<file path="src/jcp_pkg.sv">
// Overview of operation
// RQ1: boundary-scan config has top priority and starts without waiting.
// RQ2: starting boundary-scan config aborts a passive serial load underway.
// RQ3: active serial mode gives no config clock pulse during scan config.
// RQ4: test data in is sampled on each rising test clock edge.
// RQ5: test data out changes on each falling test clock edge.
// RQ6: test data out is high impedance whenever nothing is shifted out.
// RQ7: test mode select acts and the tap state moves only on rising tck.
// RQ8: the host sets test mode select up before the rising edge using it.
// RQ9: all user pins are high impedance for the whole boundary-scan config.
// RQ10: tap states, instruction and data shifts follow the standard order.
package jcp_pkg;
  localparam int          IR_W        = 4;
  localparam logic [3:0]  IR_RESET    = 4'h1;  // idcode-like default
  localparam logic [3:0]  IR_BYPASS   = 4'hF;
  localparam logic [3:0]  IR_CONFIG   = 4'h2;  // boundary-scan configuration
  localparam logic [3:0]  IR_CAPTURE  = 4'h1;  // fixed 01 capture pattern
  localparam int          DATA_W      = 8;
  localparam int          FIFO_DEPTH  = 16;
  localparam logic [1:0]  SEL_ACTIVE  = 2'h1;  // active_serial_scheme code
  localparam logic [1:0]  SEL_PASSIVE = 2'h2;  // passive_serial_scheme code
  localparam int          CCLK_DIV    = 2;     // config clock half period
  typedef enum logic [3:0] {
    JCP_TLR, JCP_RTI, JCP_SEL_DR, JCP_CAP_DR, JCP_SH_DR, JCP_EX1_DR,
    JCP_PA_DR, JCP_EX2_DR, JCP_UPD_DR, JCP_SEL_IR, JCP_CAP_IR,
    JCP_SH_IR, JCP_EX1_IR, JCP_PA_IR, JCP_EX2_IR, JCP_UPD_IR
  } jcp_state_e;
endpackage

</file>
<file path="src/jcp_top.sv">
`timescale 1ns/1ns
module jcp_top
  import jcp_pkg::*;
#(
  parameter int DW = jcp_pkg::DATA_W
) (
  input  wire logic          i_mclk,
  input  wire logic          i_srst,
  input  wire logic          i_tck,
  input  wire logic          i_tms,
  input  wire logic          i_tdi,
  output logic               o_tdo,
  output logic               o_tdo_oe,
  input  wire logic [1:0]    i_config_scheme_select,
  input  wire logic          i_passive_load_active,
  output logic               o_passive_abort,
  input  wire logic          i_active_clock_req,
  output logic               o_config_clock_out,
  output logic               o_user_io_hiz,
  output logic               o_cfg_active,
  output logic               o_cfg_valid,
  input  wire logic          i_cfg_ready,
  output logic [DW-1:0]      o_cfg_data,
  output logic               o_stall
);
  import jcp_pkg::*;

  // elaboration guard on the word width
  if (DW < 1 || DW > 32) begin : g_bad_dw
    $error("data width out of range");
  end

  //////////////////////////////////////////////////////////////////////
  // pin synchronisers and test clock edge detection
  logic [1:0] tck_s_ff, tms_s_ff, tdi_s_ff;
  logic       tck_d_ff;
  always_ff @(posedge i_mclk) begin
    tck_s_ff <= {tck_s_ff[0], i_tck};
    tms_s_ff <= {tms_s_ff[0], i_tms};
    tdi_s_ff <= {tdi_s_ff[0], i_tdi};
    tck_d_ff <= tck_s_ff[1];
  end
  wire tck_rise = tck_s_ff[1] && !tck_d_ff;
  wire tck_fall = !tck_s_ff[1] && tck_d_ff;
  wire tms      = tms_s_ff[1];
  wire tdi      = tdi_s_ff[1];
  // strapped scheme pins are static but still come from outside
  logic [1:0] sel_s1_ff, sel_s2_ff;
  always_ff @(posedge i_mclk) begin
    sel_s1_ff <= i_config_scheme_select;
    sel_s2_ff <= sel_s1_ff;
  end
  wire [1:0] scheme_sel = sel_s2_ff;

  //////////////////////////////////////////////////////////////////////
  // tap state machine
  jcp_state_e st_ff, nxt_st;
  always_comb begin
    case (st_ff)
      JCP_TLR:    nxt_st = tms ? JCP_TLR    : JCP_RTI;
      JCP_RTI:    nxt_st = tms ? JCP_SEL_DR : JCP_RTI;
      JCP_SEL_DR: nxt_st = tms ? JCP_SEL_IR : JCP_CAP_DR;
      JCP_CAP_DR: nxt_st = tms ? JCP_EX1_DR : JCP_SH_DR;
      JCP_SH_DR:  nxt_st = tms ? JCP_EX1_DR : JCP_SH_DR;
      JCP_EX1_DR: nxt_st = tms ? JCP_UPD_DR : JCP_PA_DR;
      JCP_PA_DR:  nxt_st = tms ? JCP_EX2_DR : JCP_PA_DR;
      JCP_EX2_DR: nxt_st = tms ? JCP_UPD_DR : JCP_SH_DR;
      JCP_UPD_DR: nxt_st = tms ? JCP_SEL_DR : JCP_RTI;
      JCP_SEL_IR: nxt_st = tms ? JCP_TLR    : JCP_CAP_IR;
      JCP_CAP_IR: nxt_st = tms ? JCP_EX1_IR : JCP_SH_IR;
      JCP_SH_IR:  nxt_st = tms ? JCP_EX1_IR : JCP_SH_IR;
      JCP_EX1_IR: nxt_st = tms ? JCP_UPD_IR : JCP_PA_IR;
      JCP_PA_IR:  nxt_st = tms ? JCP_EX2_IR : JCP_PA_IR;
      JCP_EX2_IR: nxt_st = tms ? JCP_UPD_IR : JCP_SH_IR;
      JCP_UPD_IR: nxt_st = tms ? JCP_SEL_DR : JCP_RTI;
      default:    nxt_st = JCP_TLR;
    endcase
  end
  // advance only on a rising test clock edge
  always_ff @(posedge i_mclk) begin
    if (i_srst) st_ff <= JCP_TLR;
    else if (tck_rise) st_ff <= nxt_st; // RQ7 RQ10
  end

  //////////////////////////////////////////////////////////////////////
  // instruction register
  logic [IR_W-1:0] ir_sh_ff, ir_ff;
  always_ff @(posedge i_mclk) begin
    if (i_srst || st_ff == JCP_TLR) begin
      ir_sh_ff <= '0;
      ir_ff    <= IR_RESET; // RQ10
    end else if (tck_rise) begin
      case (st_ff)
        JCP_CAP_IR: ir_sh_ff <= IR_CAPTURE;
        JCP_SH_IR:  ir_sh_ff <= {tdi, ir_sh_ff[IR_W-1:1]}; // RQ4
        JCP_UPD_IR: ir_ff    <= ir_sh_ff;
        default:    ir_sh_ff <= ir_sh_ff;
      endcase
    end
  end
  wire cfg_sel = ir_ff == IR_CONFIG;

  //////////////////////////////////////////////////////////////////////
  // data registers: bypass bit and configuration word shifter
  logic          byp_ff;
  logic [DW-1:0] dr_ff;
  logic [$clog2(DW+1)-1:0] cnt_ff;
  logic          push_ff;
  logic          fifo_ready;
  wire           word_done = cnt_ff == ($clog2(DW+1))'(DW - 1);
  always_ff @(posedge i_mclk) begin
    if (i_srst) begin
      byp_ff  <= 1'b0;
      dr_ff   <= '0;
      cnt_ff  <= '0;
      push_ff <= 1'b0;
    end else begin
      push_ff <= 1'b0;
      if (tck_rise && st_ff == JCP_CAP_DR) begin
        byp_ff <= 1'b0;
        cnt_ff <= '0;
      end else if (tck_rise && st_ff == JCP_SH_DR) begin
        byp_ff <= tdi; // RQ4
        dr_ff  <= {tdi, dr_ff[DW-1:1]};
        if (cfg_sel) begin
          // a full word goes to the fifo; lsb first on the wire
          cnt_ff  <= word_done ? '0 : cnt_ff + 1'b1;
          push_ff <= word_done;
        end
      end
    end
  end

  //////////////////////////////////////////////////////////////////////
  // configuration data buffer toward the array loader
  logic [DW-1:0] push_data_ff;
  always_ff @(posedge i_mclk) begin
    if (i_srst) push_data_ff <= '0;
    else if (tck_rise && st_ff == JCP_SH_DR)
      push_data_ff <= {tdi, dr_ff[DW-1:1]};
  end
  // buffer is emptied whenever the tap sits in reset
  wire tap_rst = st_ff == JCP_TLR;
  // loader stall is exported: the host must slow the test clock
  assign o_stall = !fifo_ready;
  jcp_fifo #(
    .WIDTH (DW),
    .DEPTH (FIFO_DEPTH)
  ) u_fifo (
    .i_mclk      (i_mclk),
    .i_srst      (i_srst),
    .i_flush     (tap_rst),
    .i_in_valid  (push_ff),
    .o_in_ready  (fifo_ready),
    .i_in_data   (push_data_ff),
    .o_out_valid (o_cfg_valid),
    .i_out_ready (i_cfg_ready),
    .o_out_data  (o_cfg_data)
  );

  //////////////////////////////////////////////////////////////////////
  // configuration session: priority, abort, clock gating, pin release
  logic cfg_ff;
  wire  cfg_go = cfg_sel && st_ff != JCP_TLR;
  always_ff @(posedge i_mclk) begin
    if (i_srst || st_ff == JCP_TLR) cfg_ff <= 1'b0;
    else if (cfg_sel) cfg_ff <= 1'b1; // RQ1 starts without waiting
  end
  assign o_cfg_active  = cfg_ff;
  assign o_user_io_hiz = cfg_ff; // RQ9
  // passive load is dropped while boundary-scan configuration runs
  assign o_passive_abort = cfg_ff && i_passive_load_active
                           && scheme_sel == SEL_PASSIVE; // RQ2

  // active serial clock divider; stopped from the very edge a load
  // starts, so no pulse slips out while the session flag rises
  logic [3:0] div_ff;
  logic       cclk_ff;
  wire        active_run = i_active_clock_req && !cfg_ff && !cfg_go
                           && scheme_sel == SEL_ACTIVE;
  always_ff @(posedge i_mclk) begin
    if (i_srst || !active_run) begin
      div_ff  <= '0;
      cclk_ff <= 1'b0; // RQ3
    end else if (div_ff == 4'(CCLK_DIV - 1)) begin
      div_ff  <= '0;
      cclk_ff <= !cclk_ff;
    end else begin
      div_ff <= div_ff + 4'h1;
    end
  end
  assign o_config_clock_out = cclk_ff;

  //////////////////////////////////////////////////////////////////////
  // test data out, retimed on the falling test clock edge
  wire shifting = st_ff == JCP_SH_DR || st_ff == JCP_SH_IR;
  wire tdo_bit  = st_ff == JCP_SH_IR ? ir_sh_ff[0]
                : (ir_ff == IR_BYPASS ? byp_ff : dr_ff[0]);
  always_ff @(posedge i_mclk) begin
    if (i_srst) begin
      o_tdo    <= 1'b0;
      o_tdo_oe <= 1'b0;
    end else if (tck_fall) begin
      o_tdo    <= tdo_bit;   // RQ5
      o_tdo_oe <= shifting;  // RQ6
    end
  end
endmodule

</file>
<file path="src/jcp_fifo.sv">
`timescale 1ns/1ns
module jcp_fifo #(
  parameter int WIDTH = 8,
  parameter int DEPTH = 16
) (
  input  wire logic             i_mclk,
  input  wire logic             i_srst,
  input  wire logic             i_flush,
  input  wire logic             i_in_valid,
  output logic                  o_in_ready,
  input  wire logic [WIDTH-1:0] i_in_data,
  output logic                  o_out_valid,
  input  wire logic             i_out_ready,
  output logic      [WIDTH-1:0] o_out_data
);
  localparam int AW = $clog2(DEPTH);
  // pointer wrap logic only works for power-of-two depths
  if (DEPTH < 2 || (1 << AW) != DEPTH) begin : g_bad_depth
    $error("depth must be power of 2");
  end
  logic [WIDTH-1:0] mem_ff [DEPTH];
  logic [AW:0]      wr_ff;
  logic [AW:0]      rd_ff;
  wire              push = i_in_valid && o_in_ready;
  wire              pop  = o_out_valid && i_out_ready;
  // full when pointers differ only in the wrap bit
  assign o_in_ready  = (wr_ff ^ rd_ff) != {1'b1, {AW{1'b0}}};
  assign o_out_valid = wr_ff != rd_ff;
  assign o_out_data  = mem_ff[rd_ff[AW-1:0]];
  always_ff @(posedge i_mclk) begin
    if (push) mem_ff[wr_ff[AW-1:0]] <= i_in_data;
  end
  // pointer update; a flush drops any half-loaded data
  always_ff @(posedge i_mclk) begin
    if (i_srst || i_flush) begin
      wr_ff <= '0;
      rd_ff <= '0;
    end else begin
      wr_ff <= wr_ff + (AW+1)'(push);
      rd_ff <= rd_ff + (AW+1)'(pop);
    end
  end
endmodule

</file>
<file path="config.mk">
export PLATFORM = sky130hd
export DESIGN_NAME = jcp_top
export DESIGN_NICKNAME = d
export VERILOG_FILES = /design/src/jcp_pkg.sv /design/src/jcp_top.sv /design/src/jcp_fifo.sv
export SDC_FILE = /design/constraint.sdc
export NUM_CORES = 1
export LEC_CHECK = 0
export ABC_AREA = 0
export BUFFER_PORTS_ARGS = -buffer_cell sky130_fd_sc_hd__buf_4
export CAP_MARGIN = 20
export CORE_MARGIN = 1.5
export CORE_UTILIZATION = 61
export CTS_CLUSTER_DIAMETER = 40
export CTS_CLUSTER_SIZE = 25
export DETAILED_ROUTE_END_ITERATION = 16
export GPL_TIMING_DRIVEN = 0
export HOLD_SLACK_MARGIN = 0.1
export PLACE_DENSITY = 0.77
export SLEW_MARGIN = 20
export SYNTH_ARGS = -nofsm -noshare
export SYNTH_HDL_FRONTEND = slang
export SYNTH_SLANG_ARGS = --single-unit
</file>
<file path="constraint.sdc">
create_clock -name i_mclk -period 3.1 [get_ports i_mclk]
set_input_delay 0 -clock i_mclk [delete_from_list [all_inputs] [get_ports i_mclk]]
set_output_delay 0 -clock i_mclk [all_outputs]
set_load 0.005 [all_outputs]
</file>
==> results.yml <==
critical_path:
  crit_fanout: 10
  rrSetupSlack_ps: 290
  cp_data_required_time_ps: 3420
  crit_top_cell: "ha_1"
  startpoint_type: "flop"
  worstPathArrival_ps: 3130
  crit_chain: "clkbuf_1, xnor2_1, nand4_1, o21ai_4, buf_2, inv_1, ha_1, ha_1, nand3_1, xor2_1, nor2_1"
  critPathTopFamily: "buffers and inverters"
  r2r_start: "u_fifo.wr_ff[0]"
  r2r_end: "u_fifo.wr_ff[4]"
  slowest_stage: "clkbuf_1"
  worst_setup_path_end_kind: "flop"
  path_class: "reg2reg"
  cpPeakStageDelay_ps: 390
  r2r_cells: 11
  critPathBufInv: 3
min_path:
  hold_end: "sel_s1_ff[0]"
  holdCritStartpoint: "i_config_scheme_select[0]"
  hold_depth: 2
  hold_path.class: "in2reg"
synthesis:
  synth_mux_area_frac: 0.0993
  synth_compound_area_frac: 0.0586
  synth_edf_count: 128
  synthCells: 509
  yosys_warnings: 0
  synth_top_family_by_area: "simple AND/OR/NAND/NOR gates"
  yosys.area_share.simple: 0.105
  synth_area_per_cell_sq_um: 14.7
  synth-main-ff-cell: "edfxtp_1"
  syn-cell-area_sq_um: 7470
  ys_seq_area_frac: 0.684
  synthArstFlopShare: 0
  synth_xor_area_frac: 0.0199
  yosys.area_share.adder: 0.0117
  yosys_register_bits: 191
  syn-num-nets: 526
  synth_cell_types: 49
timing:
  hold_viol_final: 0
  period_minus_slack_ps: 2810
  drv_slew: 0
  fin_skew_ps: 9.90
  tightest_slew_ps: 805
  slew_headroom: 0.462
  fin_ws_ps: 291
  setup_viol: 0
  setup_tns_ps: 0
  rsz0062_at_grt: "false"
  min_period_over_period: 0.906
  fmax_ghz: 0.356
floorplanning:
  start_util: 0.624
  dieWidth_um: 114
  io_pins: 26
  design.core.area_sq_um: 12000
  fp-row-count: 40
  die-area_sq_um: 12900
  die_h_um: 114
power:
  ir_worst_vdd_mv: 0.452
  leakage_nw: 2.89
  p_per_area_nw_per_um2: 573
outcome:
  status: "finished clean"
clocking:
  clock_latency_ps: 440
  post-cts-setup-buffer-count: 0
  h-tree-depth: 4
  cts_root_buf: "clkbuf_16"
  cts_made_buffers: 17
  clock_path_buffers: 2
  cts.sinks: 191
  cts_tree: "done"
  clkTransAtPathRegs_ps: 70
placed_design:
  dp_slack_ps: 166
  hpwl_um: 9940
  portBuffers: 24
  place_congestion: 0.869
drt:
  vias: 4501
  routed_via_density: 6.20
  detail-route-antenna-nets: 0
  wl_per_cell_um: 21.3
  drtPass1Iterations: 5
  routed_wl_um: 15500
  drc: 0
  initialDrtViolationCount: 372
layout:
  syn_to_final_growth_pct: 15.5
  nets: 583
  nFillCells: 725
  diodes: 0
  final_common_cell: "edfxtp_1"
  layout_common_cells: "128 x edfxtp_1, 63 x dfxtp_1, 53 x nand2_1"
  drive_gt1_frac: 0.228
grt:
  grt_use_total: 0.261
  overflow: 0
  grt_pass1_wl_um: 24400
  grt_pass1_vias: 4467
  grt_max_degree: 18
  antenna_found_initial: 0
run:
  maxCapViolations: 0
==> worst max-delay path by stage <==
stage	start	to	slack, ps	depth (start not counted)
2_1_floorplan	u_fifo.wr_ff[1]	u_fifo.mem_ff[1][0]	920	5
3_3_place_gp	u_fifo.rd_ff[1]	u_fifo.mem_ff[2][5]	80	5
3_5_place_dp	u_fifo.wr_ff[1]	u_fifo.wr_ff[4]	170	11
4_1_cts	u_fifo.wr_ff[1]	u_fifo.wr_ff[4]	90	11
5_1_grt	u_fifo.wr_ff[0]	u_fifo.wr_ff[4]	90	11
6_report	u_fifo.wr_ff[0]	u_fifo.wr_ff[4]	290	11
==> area by class of cell <==
cell class	count	area, sq um	area share
Clock buffer	21	450	0.0522
Buffer	33	148	0.0171
Timing Repair Buffer	38	295	0.0342
Multi-Input combinational cell	280	2290	0.265
Sequential cell	191	5100	0.592
Inverter	5	18.8	0.00217
Clock inverter	11	140	0.0162
Tap cell	147	184	0.0213
==> cell families (layout without fill, tap and decap cells) <==
| group | Yosys count | in the layout |
|---|---|---|
| XOR/XNOR | 17 | 17 |
| adder cells (fa/ha/maj) | 7 | 7 |
| buffers and inverters | 38 | 108 |
| multiplexers | 34 | 34 |
| AND/OR/NAND/NOR | 153 | 153 |
| flip-flops | 191 | 191 |
| AO/OA/AOI/OAI | 69 | 69 |
==> state kept, by name, summed over array words and instances (netlist names) <==
register / count
o_config_clock_out: 1
tck_d_ff: 1
tck_s_ff: 2
o_cfg_active: 1
sel_s1_ff: 2
div_ff: 4
u_fifo.rd_ff: 5
tdi_s_ff: 2
byp_ff: 1
tms_s_ff: 2
u_fifo.wr_ff: 5
st_ff: 4
push_data_ff: 8
ir_ff: 4
o_tdo: 1
push_ff: 1
cnt_ff: 4
u_fifo.mem_ff: 128
dr_ff: 8
o_tdo_oe: 1
ir_sh_ff: 4
scheme_sel: 2
==> timing repair <==
action	in CTS	in global routing
gates resized for setup	0	3
endpoints found under the hold margin	12	0
hold buffers	8	0
setup endpoints to repair	0	2
==> worst reg2reg max path, delay by kind of cell, from the launching register on <==
kind / cells / cell delay [ps]
flops: 1 / 330
xor+xnor: 2 / 320
simple gates: 3 / 370
buf+inv: 3 / 830
compound gates: 1 / 380
fa+ha+maj: 2 / 470
==> power by group <==
group	switching, mW	internal (mW)	total (mW)
Combinational	0.0399	0.0301	0.0700
Clock	0.892	1.28	2.17
Sequential	0.00731	2.69	2.70
Total	0.940	4.00	4.94
==> stage by stage <==
stage / total power [mW] / hold WS, ps / util / cell area (sq um) / instances
after global routing: 5.07 / 207 / 0.721 / 8630 / 726
final: 4.94 / 211 / 0.721 / 8630 / 726
after detailed placement: 2.82 / 106 / 0.665 / 7950 / 686
after global placement: 2.81 / 105 / 0.655 / 7830 / 680
after floorplan: 2.79 / 27.7 / - / 7470 / 509
after CTS: 4.95 / 202 / 0.721 / 8620 / 726
==> Yosys cell counts (all sizes together), types with 2 or more instances <==
master / count / area (sq um)
edfxtp: 128 / 3840
dfxtp: 63 / 1260
nand2: 53 / 199
mux4: 32 / 721
a21oi: 30 / 150
nor2: 28 / 105
buf: 18 / 90.1
a22oi: 16 / 120
clkbuf: 15 / 56.3
nor3: 12 / 60.1
nand3: 10 / 55.1
nand2b: 9 / 56.3
xnor2: 9 / 78.8
nor4: 8 / 50.1
xor2: 8 / 70.1
and2: 7 / 43.8
ha: 7 / 87.6
o21ai: 6 / 33.8
inv: 5 / 18.8
nand4: 5 / 31.3
o211ai: 5 / 37.5
and4b: 3 / 30.0
nor2b: 3 / 18.8
nor4b: 3 / 47.5
or2: 3 / 18.8
a31o: 2 / 17.5
a31oi: 2 / 12.5
a32oi: 2 / 17.5
and3: 2 / 12.5
or3: 2 / 12.5
==> routing by layer <==
metal,up-vias,global-route usage,share of wire
met5,-,0,0
met4,0,0.0892,0.014
met3,17,0.0654,0.063
met2,141,0.425,0.52
met1,2294,0.347,0.41
li1,2049,-,-
Power figures use the tool's default switching activity.
